<file path="src/hdl/rps_pkg.sv">
// Constants, field layouts and carrier types for the receive port select and status bank.
// Assumes byte-wide register access delivered on the register-access clock.
package rps_pkg;

	localparam logic [7:0] RPS_ADDR_PORT_SEL = 8'h4C;
	localparam logic [7:0] RPS_ADDR_PORT_STS1 = 8'h4D;

	// Fields of the port-select register.
	localparam int RPS_SEL_PHYS_MSB = 7;
	localparam int RPS_SEL_PHYS_LSB = 6;
	localparam int RPS_SEL_READ_PORT = 4;
	localparam int RPS_SEL_WRITE_PORT_1 = 1;
	localparam int RPS_SEL_WRITE_PORT_0 = 0;

	// Fields of the per-port status register.
	localparam int RPS_STS_PORT_NUM = 6;
	localparam int RPS_STS_CRC = 5;
	localparam int RPS_STS_LOCK_CHG = 4;
	localparam int RPS_STS_LOCK = 0;

	// Reset values of the select state for each access context.
	localparam logic RPS_RST_READ_PORT_LOCAL = 1'b0;
	localparam logic RPS_RST_READ_PORT_CH0 = 1'b0;
	localparam logic RPS_RST_READ_PORT_CH1 = 1'b1;
	localparam logic [1:0] RPS_RST_WRITE_EN_LOCAL = 2'h0;
	localparam logic [1:0] RPS_RST_WRITE_EN_CH0 = 2'h1;
	localparam logic [1:0] RPS_RST_WRITE_EN_CH1 = 2'h2;
	localparam logic [1:0] RPS_PHYS_PORT_LOCAL = 2'h0;
	localparam logic [7:0] RPS_RDATA_NONE = 8'h00;

	// Source of an access: local host bus or the remote control channel.
	typedef enum logic {
		RPS_SRC_LOCAL = 1'b0,
		RPS_SRC_CHANNEL = 1'b1
	} rps_src_e;

	// One register access request.
	typedef struct packed {
		logic valid;
		logic write;
		rps_src_e src;
		logic port;
		logic [7:0] addr;
		logic [7:0] wdata;
	} rps_req_s;

	// Access forwarded to the paged receiver registers.
	typedef struct packed {
		logic [1:0] wr_strobe;
		logic rd_strobe;
		logic rd_port;
		logic [7:0] addr;
		logic [7:0] wdata;
	} rps_page_s;

endpackage : rps_pkg

</file>
<file path="src/hdl/rps_port_select.sv">
// Port-select register, per-port status register and paged-access steering for two receive ports.
// Assumes requests from the local host and the control channel are already merged, one per cycle,
// on the register-access clock; lock levels come from the receiver domain, CRC pulses do not.
//
// How it works
// - Local reads of the select register return physical port number zero.
// - Channel reads return the receive port number that carried the access.
// - Read-port bit picks which port page paged reads and status reads use.
// - Read-port bit resets to zero locally, to carrying port over the channel.
// - Each port has a write enable; paged writes go to every enabled port.
// - Write enables reset to zero locally; carrying port's enable resets to one.
// - Status port-number bit shows the currently selected read port.
// - Control-channel CRC error latches high and clears when status is read.
// - Lock change since the last status read latches high, clears on read.
// - Lowest status bit shows live lock state, not latched.
module rps_port_select
	import rps_pkg::*;
#(
	parameter int NUM_PORTS = 2
) (
	input wire logic i_clk_sys,
	input wire logic i_rst_n,
	input wire rps_req_s i_req,
	input wire logic [NUM_PORTS-1:0] i_lock,
	input wire logic [NUM_PORTS-1:0] i_crc_err,
	output logic o_rd_valid,
	output logic [7:0] o_rd_data,
	output rps_page_s o_page,
	output logic [NUM_PORTS-1:0] o_lock_change
);

	// Select state kept apart per context: local, channel over port 0, channel over port 1.
	localparam int NUM_CTX = 3;
	localparam int CTX_LOCAL = 0;
	localparam int CTX_CH0 = 1;
	localparam int CTX_CH1 = 2;
	// A remote page choice therefore never disturbs the local host's choice, and the reverse.
	// The enable pair and the one-bit page index limit the bank to two ports.

	logic [NUM_CTX-1:0] read_port;
	logic [NUM_CTX-1:0] next_read_port;
	logic [1:0] write_en [NUM_CTX];
	logic [1:0] next_write_en [NUM_CTX];

	logic [NUM_PORTS-1:0] lock_meta;
	logic [NUM_PORTS-1:0] lock_sync;
	logic [NUM_PORTS-1:0] lock_prev;
	logic [NUM_PORTS-1:0] crc_flag;
	logic [NUM_PORTS-1:0] next_crc_flag;
	logic [NUM_PORTS-1:0] chg_flag;
	logic [NUM_PORTS-1:0] next_chg_flag;

	// Next values of the registered outputs.
	logic next_rd_valid;
	logic [7:0] next_rd_data;
	rps_page_s next_page;

	// Maps an access source and carrying port to its context index.
	function automatic int ctx_of(input rps_src_e src, input logic port);
		if (src == RPS_SRC_LOCAL) begin
			return CTX_LOCAL;
		end
		return port ? CTX_CH1 : CTX_CH0;
	endfunction : ctx_of

	// True for a read request on the register bus.
	function automatic logic is_read(input rps_req_s r);
		return r.valid && !r.write;
	endfunction : is_read

	// Builds the status byte of one port.
	function automatic logic [7:0] status_byte(input logic port, input logic crc,
			input logic chg, input logic lock);
		logic [7:0] b;
		b = RPS_RDATA_NONE;
		b[RPS_STS_PORT_NUM] = port;
		b[RPS_STS_CRC] = crc;
		b[RPS_STS_LOCK_CHG] = chg;
		b[RPS_STS_LOCK] = lock;
		return b;
	endfunction : status_byte

	// Lock levels arrive from the receiver clock domain.
	// Changes are judged between the second flop and a third copy, so a level that is
	// still settling in the first flop is never compared.
	always_ff @(posedge i_clk_sys or negedge i_rst_n) begin
		if (!i_rst_n) begin
			lock_meta <= '0;
			lock_sync <= '0;
			lock_prev <= '0;
		end else begin
			lock_meta <= i_lock;
			lock_sync <= lock_meta;
			lock_prev <= lock_sync;
		end
	end

	// Select register next state.
	// Only the context that carried the write is updated; reserved bits are not stored.
	always_comb begin
		int c;
		c = ctx_of(i_req.src, i_req.port);
		next_read_port = read_port;
		for (int k = 0; k < NUM_CTX; k++) begin
			next_write_en[k] = write_en[k];
		end
		if (i_req.valid && i_req.write && i_req.addr == RPS_ADDR_PORT_SEL) begin
			next_read_port[c] = i_req.wdata[RPS_SEL_READ_PORT];
			next_write_en[c] = {i_req.wdata[RPS_SEL_WRITE_PORT_1],
				i_req.wdata[RPS_SEL_WRITE_PORT_0]};
		end
	end

	always_ff @(posedge i_clk_sys or negedge i_rst_n) begin
		if (!i_rst_n) begin
			read_port[CTX_LOCAL] <= RPS_RST_READ_PORT_LOCAL;
			read_port[CTX_CH0] <= RPS_RST_READ_PORT_CH0;
			read_port[CTX_CH1] <= RPS_RST_READ_PORT_CH1;
			write_en[CTX_LOCAL] <= RPS_RST_WRITE_EN_LOCAL;
			write_en[CTX_CH0] <= RPS_RST_WRITE_EN_CH0;
			write_en[CTX_CH1] <= RPS_RST_WRITE_EN_CH1;
		end else begin
			read_port <= next_read_port;
			for (int k = 0; k < NUM_CTX; k++) begin
				write_en[k] <= next_write_en[k];
			end
		end
	end

	// Latched status flags; a new event in the clearing cycle keeps the flag set.
	// The clear goes to the port selected by the reading context, whose byte was returned.
	always_comb begin
		int c;
		logic rp;
		c = ctx_of(i_req.src, i_req.port);
		rp = read_port[c];
		next_crc_flag = crc_flag;
		next_chg_flag = chg_flag;
		if (is_read(i_req) && i_req.addr == RPS_ADDR_PORT_STS1) begin
			next_crc_flag[rp] = 1'b0;
			next_chg_flag[rp] = 1'b0;
		end
		next_crc_flag = next_crc_flag | i_crc_err;
		next_chg_flag = next_chg_flag | (lock_sync ^ lock_prev);
	end

	always_ff @(posedge i_clk_sys or negedge i_rst_n) begin
		if (!i_rst_n) begin
			crc_flag <= '0;
			chg_flag <= '0;
		end else begin
			crc_flag <= next_crc_flag;
			chg_flag <= next_chg_flag;
		end
	end

	// Read answers and paged access steering.
	always_comb begin
		int c;
		logic rp;
		c = ctx_of(i_req.src, i_req.port);
		rp = read_port[c];
		next_rd_valid = is_read(i_req);
		next_rd_data = RPS_RDATA_NONE;
		next_page = '0;
		next_page.addr = i_req.addr;
		next_page.wdata = i_req.wdata;
		next_page.rd_port = rp;
		if (is_read(i_req)) begin
			unique case (i_req.addr)
				RPS_ADDR_PORT_SEL: begin
					// A local access has no carrying port, so its number is fixed.
					// local physical port
					next_rd_data[RPS_SEL_PHYS_MSB:RPS_SEL_PHYS_LSB] =
						(i_req.src == RPS_SRC_LOCAL) ? RPS_PHYS_PORT_LOCAL : {1'b0, i_req.port};
					next_rd_data[RPS_SEL_READ_PORT] = rp;
					next_rd_data[RPS_SEL_WRITE_PORT_1] = write_en[c][1];
					next_rd_data[RPS_SEL_WRITE_PORT_0] = write_en[c][0];
				end
				RPS_ADDR_PORT_STS1: begin
					next_rd_data = status_byte(rp, crc_flag[rp], chg_flag[rp], lock_sync[rp]);
				end
				default: begin
					next_page.rd_strobe = 1'b1;
				end
			endcase
		end
		// Bank register writes never reach the pages; with both enables clear a write is dropped.
		if (i_req.valid && i_req.write && i_req.addr != RPS_ADDR_PORT_SEL
				&& i_req.addr != RPS_ADDR_PORT_STS1) begin
			next_page.wr_strobe = write_en[c];
		end
	end

	always_ff @(posedge i_clk_sys or negedge i_rst_n) begin
		if (!i_rst_n) begin
			o_rd_valid <= 1'b0;
			o_rd_data <= RPS_RDATA_NONE;
			o_page <= '0;
			o_lock_change <= '0;
		end else begin
			o_rd_valid <= next_rd_valid;
			o_rd_data <= next_rd_data;
			o_page <= next_page;
			// The lock-change output shows each flag as it stands after this edge.
			o_lock_change <= next_chg_flag;
		end
	end

endmodule : rps_port_select

</file>
<file path="config.mk">
export PLATFORM = sky130hd
export DESIGN_NAME = rps_port_select
export DESIGN_NICKNAME = d
export VERILOG_FILES = /design/src/hdl/rps_pkg.sv /design/src/hdl/rps_port_select.sv
export SDC_FILE = /design/constraint.sdc
export NUM_CORES = 1
export LEC_CHECK = 0
export ABC_AREA = 0
export ABC_CLOCK_PERIOD_IN_PS = 4100
export CORE_ASPECT_RATIO = 0.75
export CORE_MARGIN = 2
export CORE_UTILIZATION = 64
export CTS_CLUSTER_DIAMETER = 50
export DETAILED_ROUTE_END_ITERATION = 10
export DONT_BUFFER_PORTS = 1
export PLACE_DENSITY = 0.8
export SYNTH_ARGS = -nofsm -noshare
export SYNTH_HDL_FRONTEND = slang
export SYNTH_SLANG_ARGS = --single-unit
</file>
<file path="constraint.sdc">
create_clock -name i_clk_sys -period 4.1 [get_ports i_clk_sys]
set_input_delay 0.41 -clock i_clk_sys [delete_from_list [all_inputs] [get_ports i_clk_sys]]
set_output_delay 0.41 -clock i_clk_sys [all_outputs]
set_load 0.03 [all_outputs]
</file>
==> summary by stage <==
Outcome
The flow ran to the end, and the final reports show no timing, DRC or antenna violations.

Power and ir drop
The total chip power is 0.741 mW. For this design the static power due to leakage is 0.783 nW. The power per unit of standard cell area is 431 nW/µm². The worst-case IR drop observed on VDD is 256 µV.

Global routing
The leftover overflow at the end of global routing is 0. The number of antenna violations at the first check in global routing is 0. The pin count of the biggest net entering global routing is 46. The via count of the first global-routing pass came to 807. The global-route total usage across every layer is 19.8%. The first global-routing pass estimated 3820 µm of wire.

Logic synthesis
The post-synthesis instance area is roughly 1600 µm². The yosys synthesis warning count is 0. After synthesis, the netlist uses 28 different library cells. The synthesized area divided by synthesized cell count is 14.7 µm². After synthesis, flip-flops and latches occupy 70.4% of the total area. The most frequently used flop master after synthesis is sky130_fd_sc_hd__dfrtp_1. Yosys mapped a number of flops with a built-in enable equal to 0. In the synthesized netlist the async set-or-reset flop fraction comes to 100%. The flop and latch count out of synthesis is between 40 and 50. The synthesized netlist cell count is 109.

Routing
The first detailed-routing pass took 4 iterations. The final routed wire length divided by cell count is 16.8 µm. After detailed routing, the number of vias per cell comes to ~5.7.

Wires add up to 2510 µm. The final routed DRC violation total is 0. For this block, the initial DRC count from the detailed router was 37. The total number of vias is around 850. The antenna violation net count after detailed routing is 0.

Placed design
The number of cells after detailed placement is approximately 140. The number of port buffers is 0. At the end of routability-driven placement, the weighted congestion stood at 0.857. The cell area after placement is ~1600 µm². The placed wire-length estimate after detailed placement is 1850 µm.

Cells and area
The filler cells instantiated in the layout total 158. The library cell used most frequently in the layout, excluding fill and tap cells, is sky130_fd_sc_hd__dfrtp_1. Excluding fillers, the count of instances in the completed layout stands at 149. The share of post-route cells with drive strength above 1 is 21.7%. Once layout is done, the placed cells without fillers occupy 1720 µm². The final net count is 140. Compared with the post-synthesis result, the final layout area differs by 7.25%. In the layout the commonest cells are 42 x sky130_fd_sc_hd__dfrtp_1, 9 x sky130_fd_sc_hd__mux2_2, 7 x sky130_fd_sc_hd__nor2_1.

The number of antenna diodes in the final layout is 0.

Worst hold path
In this run the most critical hold path is launched from i_lock[0]. The type of the most critical hold path is in -> reg. Along the worst hold path, the cell count comes to 0.

Job
Across the run, the number of max-cap violations was 0.

Floorplan
The floorplan die area is about 2900 µm². The initial utilization of the core area, before any placement, comes to 68.4%. The initialized floorplan defines 15 standard-cell rows. In this run the vertical extent of the chip is 47.4 µm.

The number of I/O pins is 57. The core box area is 2350 µm². The die is 61.8 µm wide.

Setup path
The worst stage delay on the critical path is 0.52 ns. The worst endpoint required time is between 4 and 5 ns. The most critical setup path has its startpoint at i_req[13]. Grouping stages by cell kind, the critical path spends the most delay in simple AND/OR/NAND/NOR gates. The data arrival time at the worst-slack endpoint is 1.85 ns. Among all stages on the critical path, the largest delay is contributed by sky130_fd_sc_hd__or4_4. The endpoint kind of the worst setup timing path is a flop. The peak fanout along the critical path is 5. Walking the worst path, the cells encountered are or3_4, or4_4, or3_1, a21o_1. The number of logic stages on the critical path including buffering is 4. STA classifies the critical path startpoint as an input port. The startpoint of the most critical register-to-register path is read_port[2]. The cell depth of the worst flop-to-flop path is 4. The critical path is of the in -> reg type. The number of buffers and inverters on the critical path is 0.

Timing
Setup violations remaining at the end of the flow were counted as 0. The final cycle utilization of the critical path is 39.2%. The highest clock rate is 623 MHz. Counting I/O delays and the setup requirement, the final critical path takes roughly 1.6 ns. The final count of hold timing violations is 0.

The worst hold slack after final layout is roughly 0.073 ns. The max-slew violation count is 0. The worst clock skew on the final layout is 0.00672 ns. Setup repair after global routing left no endpoint under its margin. The sum of negative setup slack is 0 ns.

Clocking
For the worst-skew pair, the clock arrives at the later sink with an insertion delay of 0.35 ns. The cell chosen for the clock root is sky130_fd_sc_hd__clkbuf_4. The count of cells resized by post-cts repair is 0.

TritonCTS created 5 clock buffers. The clock-pin slew reported for the worst setup and hold paths after clock tree synthesis is 0.12 ns. TritonCTS built the clock tree. For this design, the sink count on the clock tree is 45. The number of buffers on the longest clock path is 2. The clock tree synthesis step divided the H-tree into 2 levels.
layout make-up:
cell class,instances,area (µm²),share of cell area (%)
sequential,45,1130,65.7
multi-input combinational,56,433,25.2
clock buffer,7,65.1,3.78
tap,34,42.5,2.47
timing repair buffer,2,30.0,1.75
inverter,4,15.0,0.873
clock inverter,1,5.00,0.291
kinds of logic after synthesis:
kind of cell / Yosys count / share of synthesized area [%]
flip-flops: 45 / 70.4
AND/OR/NAND/NOR: 23 / 8.58
multiplexers: 16 / 11.5
AO/OA/AOI/OAI: 12 / 5.15
buffers and inverters: 10 / 3.04
XOR/XNOR: 2 / 1.09
other: 1 / 0.234
power by group:
part	internal, mW	switching (mW)
combinational	0.0104	0.0180
sequential	0.458	0.0276
clock	0.0995	0.128
cell usage after synthesis, types with 2 or more instances:
cell,number,area share (%)
sky130_fd_sc_hd__a21o_1,4,1.9
sky130_fd_sc_hd__xor2_1,2,1.1
sky130_fd_sc_hd__mux2i_1,6,3.7
sky130_fd_sc_hd__dfrtp_1,42,66
sky130_fd_sc_hd__mux2_2,9,6.3
sky130_fd_sc_hd__nand2_1,2,0.47
sky130_fd_sc_hd__nand4_1,2,0.78
sky130_fd_sc_hd__dfstp_2,3,4.9
sky130_fd_sc_hd__inv_1,4,0.94
sky130_fd_sc_hd__buf_4,3,1.4
sky130_fd_sc_hd__a21oi_1,3,0.94
sky130_fd_sc_hd__clkbuf_1,3,0.70
sky130_fd_sc_hd__nand3b_1,2,0.94
sky130_fd_sc_hd__nor3_1,3,0.94
sky130_fd_sc_hd__nor2_1,7,1.6
sky130_fd_sc_hd__o21ai_0,2,0.62
sequential cells by signal, indices dropped and copies added (netlist names):
name and count:
o_rd_data 5, o_rd_valid 1, lock_prev 2, o_page 20, o_lock_change 2, crc_flag 2, write_en 6, lock_sync 2
read_port 3, lock_meta 2
metrics by stage:
stage	util (%)	setup WS [ns]
after global routing	73.3	2.39
after CTS	73.3	2.51
after global placement	69.1	2.17
after detailed placement	69.1	2.13
after floorplan	-	2.20
final	73.3	2.49
layer usage:
layer | GRT usage (%) | share of wire [%]
met5 | 0 | 0
met4 | 8.94 | 1.2
met3 | 9.64 | 9.8
met2 | 28.6 | 47
met1 | 25.5 | 42
worst register-to-register path: cells and delay by family, from the launching register on:
kind             cells  cell delay [ns]
AND/OR/NAND/NOR      1             0.18
AO/OA/AOI/OAI        2             0.64
flip-flops           1             0.56
multiplexers         1             0.10
timing repair:
| action | in CTS | in global routing |
|---|---|---|
| buffers inserted | 0 | 0 |
| hold buffers | 2 | 0 |
| endpoints found under the hold margin | 45 | 0 |
path summary, 6_finish.rpt:
check	end	slack [ns]
max in group asynchronous	write_en[1]	3.32
min in group asynchronous	o_rd_data[0]	0.51
min reg2reg	lock_sync[0]	0.37
max reg2reg	crc_flag[1]	2.51
max	o_lock_change[0]	2.49
min	lock_meta[0]	0.07
Note: power is estimated with default switching activity, not from simulation.
